File: config.mk
export PLATFORM = sky130hd
export DESIGN_NAME = dmacil_top
export DESIGN_NICKNAME = d
export VERILOG_FILES = /design/src/include/dmacil_pkg.sv /design/src/core/dmacil_top.sv
export SDC_FILE = /design/constraint.sdc
export NUM_CORES = 2
export LEC_CHECK = 0
export BUFFER_PORTS_ARGS = -buffer_cell sky130_fd_sc_hd__buf_2
export CAP_MARGIN = 20
export CORE_AREA = 2 2 420 422
export DETAILED_ROUTE_END_ITERATION = 7
export DIE_AREA = 0 0 422 424
export PLACE_DENSITY_LB_ADDON = 0.25
export SKIP_CTS_REPAIR_TIMING = 1
export SYNTH_ARGS = -nofsm -noshare
export SYNTH_HDL_FRONTEND = slang
export SYNTH_SLANG_ARGS = --single-unit
File: constraint.sdc
create_clock -name clock -period 4.9 [get_ports clock]
set_clock_uncertainty 0.05 [all_clocks]
set_input_delay 0.245 -clock clock [delete_from_list [all_inputs] [get_ports clock]]
set_output_delay 0.245 -clock clock [all_outputs]
set_load 0.01 [all_outputs]
File: src/include/dmacil_pkg.sv
// package for the dma completion interrupt logic: channel map, latch bits, vectors
`default_nettype none
package dmacil_pkg;
    localparam int NUM_CH = 22;
    localparam int NUM_SP = 12;
    localparam int NUM_AUD = 8;
    localparam int CNT_W = 16;
    localparam int CP_W = 20;
    localparam int CP_IRQ_BIT = 19;
    localparam int CP_ADDR_W = 19;
    localparam int SPI_CH = 20;
    localparam int PAR_CH = 21;
    localparam int AUD_CH0 = 12;
    // core latch bits
    localparam int CORE_W = 17;
    localparam int CORE_AUD_HI = 11;
    localparam int CORE_SPI_HI = 12;
    localparam int CORE_SER1 = 14;
    localparam int CORE_SER3 = 15;
    localparam int CORE_SER5 = 16;
    // second latch bits
    localparam int SEC_W = 10;
    localparam int SEC_SER0 = 0;
    localparam int SEC_SER2 = 1;
    localparam int SEC_SER4 = 2;
    localparam int SEC_PAR = 3;
    localparam int SEC_AUD_LO = 6;
    localparam int SEC_SPI_LO = 9;
    // vectors
    localparam logic [7:0] VEC_NONE = 8'h00;
    localparam logic [7:0] VEC_AUD_HI = 8'h2C;
    localparam logic [7:0] VEC_SPI_HI = 8'h30;
    localparam logic [7:0] VEC_SER1 = 8'h38;
    localparam logic [7:0] VEC_SER3 = 8'h3C;
    localparam logic [7:0] VEC_SER5 = 8'h40;
    localparam logic [7:0] VEC_SER0 = 8'h44;
    localparam logic [7:0] VEC_SER2 = 8'h48;
    localparam logic [7:0] VEC_SER4 = 8'h4C;
    localparam logic [7:0] VEC_PAR = 8'h50;
    localparam logic [7:0] VEC_AUD_LO = 8'h5C;
    localparam logic [7:0] VEC_SPI_LO = 8'h74;
    localparam logic [CNT_W-1:0] CNT_ZERO = 16'h0000;
    localparam logic [CNT_W-1:0] CNT_ONE = 16'h0001;

    // per-channel software programming
    typedef struct packed {
        logic enable;
        logic chainEn;
        logic cntWrite;
        logic [CNT_W-1:0] cntData;
        logic cpWrite;
        logic [CP_W-1:0] cpData;
    } dmacil_chprog_t;

    typedef struct packed {
        logic [CORE_W-1:0] core;
        logic [SEC_W-1:0] second;
    } dmacil_irqvec_t;
endpackage
`default_nettype wire

File: src/core/dmacil_top.sv
// completion, active-status and interrupt latch logic of a 22-channel dma engine
// Functional notes
// - twenty-two channels: spi, parallel, twelve serial, eight audio
// - whole blocks move, channels run concurrently
// - completion when count decrements to zero
// - active bit held during transfer, cleared after
// - audio active may assert unintentionally; tolerated
// - unchained block completion sets latch bit
// - chained: per-block flag selects every block/chain end
// - single-word buffer access raises channel interrupt
// - mask gates dispatch, latching continues
// - software zero count write never completes
// - writing one moves one word then completes
// - non-dma receive-ready and transmit-room interrupts
// - simultaneous port events latch independently
// - serial one channels 0,1 to core bit 14
// - serial 0,2,4 second bits; 3,5 core bits
// - spi channel 20 high or low priority
// - parallel channel 21 to second bit 3
// - audio channels 12-19 share high/low interrupt
// - latches reflect status regardless of servicing
// - status registers update one cycle later
// - per-block flag is chain pointer bit 19
`default_nettype none
module dmacil_top (
    // clock and reset
    input wire logic clock,
    input wire logic rst_b,
    // per-channel programming
    input wire dmacil_pkg::dmacil_chprog_t chProg [dmacil_pkg::NUM_CH],
    // per-channel word transfer strobes from the peripherals
    input wire logic [dmacil_pkg::NUM_CH-1:0] wordDone,
    // chain reload request (next block loaded by the chain loader)
    input wire logic [dmacil_pkg::NUM_CH-1:0] chainReload,
    // non-dma buffer events
    input wire logic [dmacil_pkg::NUM_CH-1:0] rxAvail,
    input wire logic [dmacil_pkg::NUM_CH-1:0] txRoom,
    // priority options
    input wire logic spiHighPri,
    input wire logic audioHighPri,
    // masks and software clears
    input wire dmacil_pkg::dmacil_irqvec_t irqMask,
    input wire dmacil_pkg::dmacil_irqvec_t irqClear,
    input wire logic irqAck,
    // status outputs
    output logic [dmacil_pkg::NUM_CH-1:0] chanActive,
    output logic [dmacil_pkg::NUM_AUD-1:0] audioInputChannelActive,
    output dmacil_pkg::dmacil_irqvec_t irqLatch,
    output logic irqReq,
    output logic [7:0] irqVector
);
    localparam int N = dmacil_pkg::NUM_CH;
    localparam int CW = dmacil_pkg::CNT_W;

    logic [CW-1:0] count_reg [N];
    logic [CW-1:0] count_next [N];
    logic [N-1:0] run_reg;
    logic [N-1:0] run_next;
    logic [N-1:0] pciFlag_reg;
    logic [N-1:0] pciFlag_next;
    logic [N-1:0] chainPend_reg;
    logic [N-1:0] chainPend_next;
    logic [N-1:0] chEvent;
    logic [N-1:0] active_reg;
    dmacil_pkg::dmacil_irqvec_t latch_reg;
    dmacil_pkg::dmacil_irqvec_t latch_next;
    dmacil_pkg::dmacil_irqvec_t setVec;
    dmacil_pkg::dmacil_irqvec_t pending;
    logic irqReq_reg;
    logic [7:0] vector_reg;
    logic [7:0] vector_next;

    // channel engines: all channels evolve in parallel every cycle
    always_comb
    begin
        for (int i = 0; i < N; i++)
        begin
            count_next[i] = count_reg[i];
            run_next[i] = run_reg[i];
            pciFlag_next[i] = pciFlag_reg[i];
            chainPend_next[i] = chainPend_reg[i];
            chEvent[i] = 1'b0;
            if (chProg[i].cpWrite)
            begin
                pciFlag_next[i] = chProg[i].cpData[dmacil_pkg::CP_IRQ_BIT];
                chainPend_next[i] = |chProg[i].cpData[dmacil_pkg::CP_ADDR_W-1:0];
            end
            if (!chProg[i].enable && !chProg[i].chainEn)
                run_next[i] = 1'b0;
            if (chProg[i].cntWrite)
            begin
                // a zero write parks the channel silently
                count_next[i] = chProg[i].cntData;
                run_next[i] = chProg[i].enable && (chProg[i].cntData != dmacil_pkg::CNT_ZERO);
            end
            else if (chainReload[i] && chProg[i].chainEn)
            begin
                count_next[i] = chProg[i].cntData;
                run_next[i] = chProg[i].cntData != dmacil_pkg::CNT_ZERO;
            end
            // a finished chained block idles at zero until the loader reloads it
            else if (run_reg[i] && wordDone[i] && (count_reg[i] != dmacil_pkg::CNT_ZERO))
            begin
                count_next[i] = count_reg[i] - dmacil_pkg::CNT_ONE;
                if (count_reg[i] == dmacil_pkg::CNT_ONE)
                begin
                    run_next[i] = chProg[i].chainEn && chainPend_reg[i];
                    if (!chProg[i].chainEn || !chainPend_reg[i] || pciFlag_reg[i])
                        chEvent[i] = 1'b1;
                end
            end
            else if (!run_reg[i] && (rxAvail[i] || txRoom[i]))
                chEvent[i] = 1'b1;
        end
    end

    // map channel events onto shared latch bits by or
    always_comb
    begin
        logic audEv;
        audEv = |chEvent[dmacil_pkg::AUD_CH0 +: dmacil_pkg::NUM_AUD];
        setVec = '0;
        setVec.core[dmacil_pkg::CORE_SER1] = chEvent[0] | chEvent[1];
        setVec.second[dmacil_pkg::SEC_SER0] = chEvent[2] | chEvent[3];
        setVec.core[dmacil_pkg::CORE_SER3] = chEvent[4] | chEvent[5];
        setVec.second[dmacil_pkg::SEC_SER2] = chEvent[6] | chEvent[7];
        setVec.core[dmacil_pkg::CORE_SER5] = chEvent[8] | chEvent[9];
        setVec.second[dmacil_pkg::SEC_SER4] = chEvent[10] | chEvent[11];
        setVec.core[dmacil_pkg::CORE_SPI_HI] = chEvent[dmacil_pkg::SPI_CH] & spiHighPri;
        setVec.second[dmacil_pkg::SEC_SPI_LO] = chEvent[dmacil_pkg::SPI_CH] & ~spiHighPri;
        setVec.second[dmacil_pkg::SEC_PAR] = chEvent[dmacil_pkg::PAR_CH];
        setVec.core[dmacil_pkg::CORE_AUD_HI] = audEv & audioHighPri;
        setVec.second[dmacil_pkg::SEC_AUD_LO] = audEv & ~audioHighPri;
    end

    assign pending = latch_reg & irqMask;

    // latch: set wins over clear; ack clears the dispatched source
    always_comb
    begin
        dmacil_pkg::dmacil_irqvec_t ackVec;
        ackVec = '0;
        vector_next = dmacil_pkg::VEC_NONE;
        if (pending.core[dmacil_pkg::CORE_AUD_HI])
        begin
            ackVec.core[dmacil_pkg::CORE_AUD_HI] = 1'b1;
            vector_next = dmacil_pkg::VEC_AUD_HI;
        end
        else if (pending.core[dmacil_pkg::CORE_SPI_HI])
        begin
            ackVec.core[dmacil_pkg::CORE_SPI_HI] = 1'b1;
            vector_next = dmacil_pkg::VEC_SPI_HI;
        end
        else if (pending.core[dmacil_pkg::CORE_SER1])
        begin
            ackVec.core[dmacil_pkg::CORE_SER1] = 1'b1;
            vector_next = dmacil_pkg::VEC_SER1;
        end
        else if (pending.core[dmacil_pkg::CORE_SER3])
        begin
            ackVec.core[dmacil_pkg::CORE_SER3] = 1'b1;
            vector_next = dmacil_pkg::VEC_SER3;
        end
        else if (pending.core[dmacil_pkg::CORE_SER5])
        begin
            ackVec.core[dmacil_pkg::CORE_SER5] = 1'b1;
            vector_next = dmacil_pkg::VEC_SER5;
        end
        else if (pending.second[dmacil_pkg::SEC_SER0])
        begin
            ackVec.second[dmacil_pkg::SEC_SER0] = 1'b1;
            vector_next = dmacil_pkg::VEC_SER0;
        end
        else if (pending.second[dmacil_pkg::SEC_SER2])
        begin
            ackVec.second[dmacil_pkg::SEC_SER2] = 1'b1;
            vector_next = dmacil_pkg::VEC_SER2;
        end
        else if (pending.second[dmacil_pkg::SEC_SER4])
        begin
            ackVec.second[dmacil_pkg::SEC_SER4] = 1'b1;
            vector_next = dmacil_pkg::VEC_SER4;
        end
        else if (pending.second[dmacil_pkg::SEC_PAR])
        begin
            ackVec.second[dmacil_pkg::SEC_PAR] = 1'b1;
            vector_next = dmacil_pkg::VEC_PAR;
        end
        else if (pending.second[dmacil_pkg::SEC_AUD_LO])
        begin
            ackVec.second[dmacil_pkg::SEC_AUD_LO] = 1'b1;
            vector_next = dmacil_pkg::VEC_AUD_LO;
        end
        else if (pending.second[dmacil_pkg::SEC_SPI_LO])
        begin
            ackVec.second[dmacil_pkg::SEC_SPI_LO] = 1'b1;
            vector_next = dmacil_pkg::VEC_SPI_LO;
        end
        if (!irqAck)
            ackVec = '0;
        latch_next = setVec | (latch_reg & ~irqClear & ~ackVec);
    end

    always_ff @(posedge clock or negedge rst_b)
    begin
        if (!rst_b)
        begin
            for (int i = 0; i < N; i++)
                count_reg[i] <= dmacil_pkg::CNT_ZERO;
            run_reg <= '0;
            pciFlag_reg <= '0;
            chainPend_reg <= '0;
            active_reg <= '0;
            latch_reg <= '0;
            irqReq_reg <= 1'b0;
            vector_reg <= dmacil_pkg::VEC_NONE;
        end
        else
        begin
            for (int i = 0; i < N; i++)
                count_reg[i] <= count_next[i];
            run_reg <= run_next;
            pciFlag_reg <= pciFlag_next;
            chainPend_reg <= chainPend_next;
            active_reg <= run_reg;
            latch_reg <= latch_next;
            irqReq_reg <= |pending;
            vector_reg <= vector_next;
        end
    end

    assign chanActive = active_reg;
    // audio active bits are plain copies; consumers must not infer intent from them
    assign audioInputChannelActive = active_reg[dmacil_pkg::AUD_CH0 +: dmacil_pkg::NUM_AUD];
    assign irqLatch = latch_reg;
    assign irqReq = irqReq_reg;
    assign irqVector = vector_reg;

    a_status_lag: assert property (@(posedge clock) disable iff (!rst_b)
        chanActive == $past(run_reg))
        else $error("active status not one cycle behind channel state");
    a_zero_write_quiet: assert property (@(posedge clock) disable iff (!rst_b)
        (chProg[dmacil_pkg::PAR_CH].cntWrite
         && chProg[dmacil_pkg::PAR_CH].cntData == dmacil_pkg::CNT_ZERO)
        |=> !run_reg[dmacil_pkg::PAR_CH] && !$rose(irqLatch.second[dmacil_pkg::SEC_PAR]))
        else $error("count write raised a completion");
    a_chain_wait: assert property (@(posedge clock) disable iff (!rst_b)
        (run_reg[0] && count_reg[0] == dmacil_pkg::CNT_ZERO && !chProg[0].cntWrite
         && !chainReload[0]) |=> count_reg[0] == dmacil_pkg::CNT_ZERO)
        else $error("idle chained channel kept counting");
    a_idle_event: assert property (@(posedge clock) disable iff (!rst_b)
        (!run_reg[2] && (rxAvail[2] || txRoom[2]) && !chProg[2].cntWrite && !chainReload[2])
        |=> irqLatch.second[dmacil_pkg::SEC_SER0])
        else $error("idle buffer event not latched");
    a_ser1_latch: assert property (@(posedge clock) disable iff (!rst_b)
        (chEvent[0] || chEvent[1]) |=> irqLatch.core[dmacil_pkg::CORE_SER1])
        else $error("serial one completion not latched");
    a_par_latch: assert property (@(posedge clock) disable iff (!rst_b)
        chEvent[dmacil_pkg::PAR_CH] |=> irqLatch.second[dmacil_pkg::SEC_PAR])
        else $error("parallel completion not latched");
    a_spi_route: assert property (@(posedge clock) disable iff (!rst_b)
        (chEvent[dmacil_pkg::SPI_CH] && spiHighPri) |=> irqLatch.core[dmacil_pkg::CORE_SPI_HI])
        else $error("spi high priority not latched");

    // priority-selected sources set the chosen latch; request matches a non-idle vector
    a_spi_low: assert property (@(posedge clock) disable iff (!rst_b)
        (chEvent[dmacil_pkg::SPI_CH] && !spiHighPri) |=> irqLatch.second[dmacil_pkg::SEC_SPI_LO])
        else $error("spi low priority not latched");
    a_audio_high: assert property (@(posedge clock) disable iff (!rst_b)
        (|chEvent[dmacil_pkg::AUD_CH0 +: dmacil_pkg::NUM_AUD] && audioHighPri)
        |=> irqLatch.core[dmacil_pkg::CORE_AUD_HI])
        else $error("audio high priority not latched");
    a_audio_low: assert property (@(posedge clock) disable iff (!rst_b)
        (|chEvent[dmacil_pkg::AUD_CH0 +: dmacil_pkg::NUM_AUD] && !audioHighPri)
        |=> irqLatch.second[dmacil_pkg::SEC_AUD_LO])
        else $error("audio low priority not latched");
    a_vector_idle: assert property (@(posedge clock) disable iff (!rst_b)
        irqReq == (irqVector != dmacil_pkg::VEC_NONE))
        else $error("request and vector disagree");

    a_mask_gate: assert property (@(posedge clock) disable iff (!rst_b)
        irqReq == $past(|(irqLatch & irqMask)))
        else $error("request does not follow masked latch");
    a_latch_hold: assert property (@(posedge clock) disable iff (!rst_b)
        (irqLatch.core[dmacil_pkg::CORE_SER3] && !irqClear.core[dmacil_pkg::CORE_SER3]
         && !irqAck) |=> irqLatch.core[dmacil_pkg::CORE_SER3])
        else $error("latched bit dropped without clear");
    a_last_word: assert property (@(posedge clock) disable iff (!rst_b)
        (run_reg[4] && wordDone[4] && count_reg[4] == dmacil_pkg::CNT_ONE
         && !chProg[4].cntWrite && !chainReload[4] && !chProg[4].chainEn)
        |=> irqLatch.core[dmacil_pkg::CORE_SER3] ##1 !chanActive[4])
        else $error("final word did not complete channel");
    c_audio_hi: cover property (@(posedge clock) disable iff (!rst_b)
        irqLatch.core[dmacil_pkg::CORE_AUD_HI]);
    c_two_at_once: cover property (@(posedge clock) disable iff (!rst_b)
        chEvent[0] && chEvent[dmacil_pkg::PAR_CH]);
    c_dispatch: cover property (@(posedge clock) disable iff (!rst_b) irqReq && irqAck);
    // scenario covers for chained blocks and early stop
    c_chain_block: cover property (@(posedge clock) disable iff (!rst_b)
        chEvent[0] && chProg[0].chainEn);
    c_early_stop: cover property (@(posedge clock) disable iff (!rst_b)
        chEvent[dmacil_pkg::PAR_CH] && run_reg[dmacil_pkg::PAR_CH]);
endmodule
`default_nettype wire

Yosys cells after proc, flatten, opt, wreduce, memory -nomap -nowiden
Index checks and enable logic that the tools add are counted.
{"block": "word_totals", "reg_bits": 476}
{"block": "classes", "n_bitwise": 18, "muxes": 363, "eq_ne": 22, "addsub": 22, "n_reduce_logical": 398}
{"op": "$mux W16", "count": 66}
{"op": "$reduce_bool A16 Y1", "count": 44}
{"op": "$reduce_or A19 Y1", "count": 22}
{"op": "$eq A16 B1 Y1 const B", "count": 22}
{"op": "$sub A16 B1 Y16 const B", "count": 22}
{"op": "$mux W1", "count": 275}
{"op": "$logic_and A1 B1 Y1", "count": 154}
{"op": "$logic_not A1 Y1", "count": 88}
{"op": "$and A27 B27 Y27", "count": 3}
{"op": "$mux W7", "count": 11}
{"op": "$logic_or A1 B1 Y1", "count": 66}
{"op": "$reduce_bool A3 Y1", "count": 22}
{"op": "$not A27 Y27", "count": 2}
{"op": "$mux W27", "count": 1}
{"op": "$or A27 B27 Y27", "count": 1}
{"op": "$reduce_or A27 Y1", "count": 1}
{"op": "$mux W4", "count": 5}
{"op": "$mux W3", "count": 3}
{"op": "$reduce_or A8 Y1", "count": 1}
{"op": "$or A1 B1 Y1", "count": 6}
{"op": "$and A1 B1 Y1", "count": 4}
{"op": "$mux W2", "count": 2}
{"op": "$not A1 Y1", "count": 2}

Depth between registers and ports, before layout
{"block": "logic_depth", "word_depth": 16, "mapped_depth": 9, "mapped_depth_nobuf": 7}

Least setup slack after synthesis
OpenSTA, ideal clock, no wires.
{"block": "synth_path", "kind": "register to register", "startpoint": "register count_reg[20] (netlist name)", "endpoint": "register count_reg[29] (netlist name)", "slack_ns": 2.421, "path_stages_with_launch": 8, "arrival_ns": 2.343, "path_buffers": 2, "setup_ns": 0.087, "path_cell_list": "dfrtp_1 or3_1 buf_2 or4_4 buf_6 or3_1 or4_1 o211ai_1"}
{"block": "synth_via", "elab_chain_cells": 4, "elab_cells_between_ends": 7}
{"item": "start: declaration", "line": "dmacil_top.sv:55", "rtl": "logic [CW-1:0] count_reg [N];"}
{"item": "start signal: indexed assignment", "line": "dmacil_top.sv:209", "rtl": "count_reg[i] <= dmacil_pkg::CNT_ZERO;"}
{"item": "start signal: indexed assignment", "line": "dmacil_top.sv:221", "rtl": "count_reg[i] <= count_next[i];"}
{"item": "$sub A16 B1 Y16", "line": "dmacil_top.sv:104", "rtl": "count_next[i] = count_reg[i] - dmacil_pkg::CNT_ONE;"}
{"item": "$mux W16", "line": "dmacil_top.sv:102", "rtl": "else if (run_reg[i] && wordDone[i] && (count_reg[i] != dmacil_pkg::CNT_ZERO))"}
{"item": "$mux W16", "line": "dmacil_top.sv:96", "rtl": "else if (chainReload[i] && chProg[i].chainEn)"}
{"item": "$mux W16", "line": "dmacil_top.sv:90", "rtl": "if (chProg[i].cntWrite)"}
Several ways; a longest one is shown, not always the timed one. The select of a mux whose other input is x is not followed.
A chain may end at the register's enable or synchronous reset.

==> impl_metrics.tcl <==
set metrics [dict create \
    internal_power_mw 8.871 \
    viasPerCell 4.531 \
    combPwrFrac_pct 20.9 \
    clk_pin_slew_ps 60 \
    synth_area_um2 29240 \
    vdd_ir_drop_max_v 0.0002466 \
    yosys_warnings 0 \
    clock-root-buffer "clkbuf_16" \
    pwr-share-clk_pct 42.2 \
    detail_route.first_pass.iterations 7 \
    grt.total_usage_pct 16.46 \
    nFillCells 19050 \
    fin_crit_sh_pct 74.16 \
    hold_start "wordDone[14]" \
    dp_hpwl_um 126300 \
    finalNetCount 6078 \
    hold_path_end "count_reg[112]$_DFFE_PN0P_" \
    fp-row-count 154 \
    synth_flop_cell "dfrtp_1" \
    area_growth_pct 56.01 \
    routed_wl_um 156900 \
    cap_viol_max_count 0 \
    tightest_slew_ps 1206 \
    routedWlPerCell_um 21.14 \
    r2r_slack_ps 1270 \
    cellPowerDensity_nw_per_um2 281.6 \
    final_layout_size_suffix_gt1_share_pct 26.44 \
    grt-ovfl-total 0 \
    dieArea_um2 178900 \
    synth_area_per_cell_um2 8.712 \
    switchingPower_mw 3.974 \
    tns_ps 0 \
    final_common_cell "buf_2" \
    clockBufferDepth 3 \
    arrival_ps 4130 \
    vias 33620 \
    stdcell_area_um2 45620 \
    htreeDepth 3 \
    die_y_um 424 \
    start_util_pct 16.71 \
    die_w_um 422 \
    cts_tree "yes" \
    holdPathStages 4 \
    synth-seq-area-share_pct 40.48 \
    crit_required_ps 5400 \
    ioPinCount 1093 \
    endpoint_kind "register" \
    grt_pass1_wl_um 216900 \
    outcome "completed" \
    fin_crit_ps 3634 \
    first_iter_violations 2446 \
    finalWorstSetupSlack_ps 1266 \
    relSlewSlack_pct 18.51 \
    ant_nets 0 \
    register_area_um2 11840 \
    critical_path_peak_fanout 7 \
    pre_cts_slack_ps 1744 \
    numCtsBuffers 70 \
    antenna_found_initial 60 \
    mostFrequentLayoutCells "1089 x buf_2, 559 x dlygate4sd3_1, 473 x dfrtp_1" \
    total_power_mw 12.84 \
    remaining_drc_errors 0 \
    grt_pass1_vias 30850 \
    grt_max_degree 111 \
    critical_path_class "register to register" \
    rsz0062_at_grt "false" \
    ys_ff_latch 473 \
    r2r_cells 7 \
    start_kind "register" \
    clkSinkCount 473 \
    async_flop_share_pct 100.0 \
    finalHoldViolCount 0 \
    setup_viol 0 \
    post_dp_cell_area_um2 37490 \
    syn_inst 3356 \
    reg2reg_to "irqLatch[6]$_DFF_PN0_" \
    swShare_pct 30.94 \
    coreArea_um2 175000 \
    ys_types 84 \
    portBuffers 1089 \
    gp_congestion 1.004 \
    leakage_nw 18.81 \
    hold_class "primary input to register" \
    largest_register_ffs 352 \
    drv_slew 0 \
    insertion_delay_ps 670 \
    multiInputGateArea_um2 16610 \
    power_frac_seq_pct 36.9 \
    rr_startpoint "irqLatch[24]$_DFF_PN0_" \
    timing.fmax_mhz 275.2 \
    synth_edf_count 0 \
]
==> worst max-delay path by stage <==
stage,start,to,slack (ps),cells past startpoint
floorplan,count_reg[20]$_DFFE_PN0P_,count_reg[29]$_DFFE_PN0P_,2420,7
global placement,count_reg[342]$_DFFE_PN0P_,count_reg[341]$_DFFE_PN0P_,1740,5
detailed placement,count_reg[342]$_DFFE_PN0P_,count_reg[341]$_DFFE_PN0P_,1740,5
CTS,count_reg[342]$_DFFE_PN0P_,count_reg[341]$_DFFE_PN0P_,1730,5
global route,irqLatch[24]$_DFF_PN0_,irqLatch[6]$_DFF_PN0_,1050,7
finish,irqLatch[24]$_DFF_PN0_,irqLatch[6]$_DFF_PN0_,1270,7
==> power groups by stage <==
| stage | sequential, mW | combinational [mW] | clock [mW] |
|---|---|---|---|
| 2_1_floorplan | 4.67 | 1.14 | 0 |
| 3_3_place_gp | 4.80 | 2.26 | 0 |
| 3_5_place_dp | 4.80 | 2.28 | 0 |
| 4_1_cts | 4.74 | 2.29 | 5.64 |
| 5_1_grt | 4.81 | 2.97 | 5.78 |
| 6_report | 4.74 | 2.69 | 5.42 |
==> metal layers <==
layer | global-route usage [%] | part of all wire [%]
met5 | 0 | 0.038
met3 | 3.366 | 5.6
met2 | 27.48 | 49
met4 | 6.714 | 3.7
met1 | 20.62 | 42
==> metrics by stage <==
step | hold slack, ps | util (%) | instances
2_1_floorplan | -100.6 | - | 3358
3_3_place_gp | 331.3 | 21.42 | 6692
3_5_place_dp | 326.1 | 21.43 | 6693
4_1_cts | -439.6 | 22.81 | 6821
5_1_grt | 2.877 | 26.05 | 7405
6_report | 42.18 | 26.07 | 7419
==> Yosys cell counts, types with 11 or more instances <==
cell type / count / area (um^2)
a211oi_1: 20 / 150.1
nand4b_1: 23 / 201.4
xor2_1: 121 / 1060
and2_1: 27 / 168.9
nand2b_1: 26 / 162.7
buf_4: 11 / 82.58
or3_1: 86 / 538.0
o21ai_0: 269 / 1346
o31ai_1: 35 / 262.8
a21o_1: 24 / 180.2
or2_2: 25 / 156.4
xnor2_1: 92 / 805.8
or4_1: 71 / 533.0
dfrtp_1: 473 / 11840
nor2_1: 278 / 1044
mux2i_1: 13 / 130.1
a2111oi_0: 15 / 131.4
inv_1: 86 / 322.8
o2111ai_1: 17 / 148.9
mux2_2: 35 / 394.1
nand4_1: 74 / 462.9
o211ai_1: 53 / 397.9
ha_1: 65 / 813.3
nor4b_1: 33 / 289.0
nor4_1: 226 / 1414
nor3b_1: 12 / 90.09
and3_1: 52 / 325.3
nand2_1: 332 / 1246
a21oi_1: 102 / 510.5
nand3b_1: 20 / 150.1
nor3_1: 93 / 465.5
clkbuf_1: 112 / 420.4
o311ai_0: 15 / 131.4
a31oi_1: 121 / 757.0
nand3_1: 114 / 570.6
nor2b_1: 28 / 175.2
==> layout make-up <==
type                            count  area share [%]
Multi-Input combinational cell   2669           36.41
Sequential cell                   473           25.95
Timing Repair Buffer             1686           25.01
Tap cell                         2340           6.419
Clock buffer                       99           4.523
Clock inverter                     29          0.7817
Inverter                           86          0.7077
Antenna cell                       37          0.2030
==> cells by family (layout without fill, tap and decap cells) <==
group / Yosys count / in the layout / synth area share (%)
AND/OR/NAND/NOR: 1556 / 1556 / 28.54
AO/OA/AOI/OAI: 784 / 784 / 17.06
buffers and inverters: 216 / 1900 / 2.953
multiplexers: 48 / 48 / 1.793
adder cells (fa/ha/maj): 65 / 65 / 2.782
flip-flops: 473 / 473 / 40.48
XOR/XNOR: 213 / 213 / 6.381
other: 1 / 40 / 0.01283
==> worst max-delay path, cell delays in order (launching register included) <==
cell           delay [ps]
dfrtp_1               480
a222oi_1              680
and3_1                450
nand4_1               390
a31oi_1               260
dlygate4sd3_1         560
a41oi_1                40
dlygate4sd3_1         610
No activity file was read; power rests on OpenSTA's default activity.
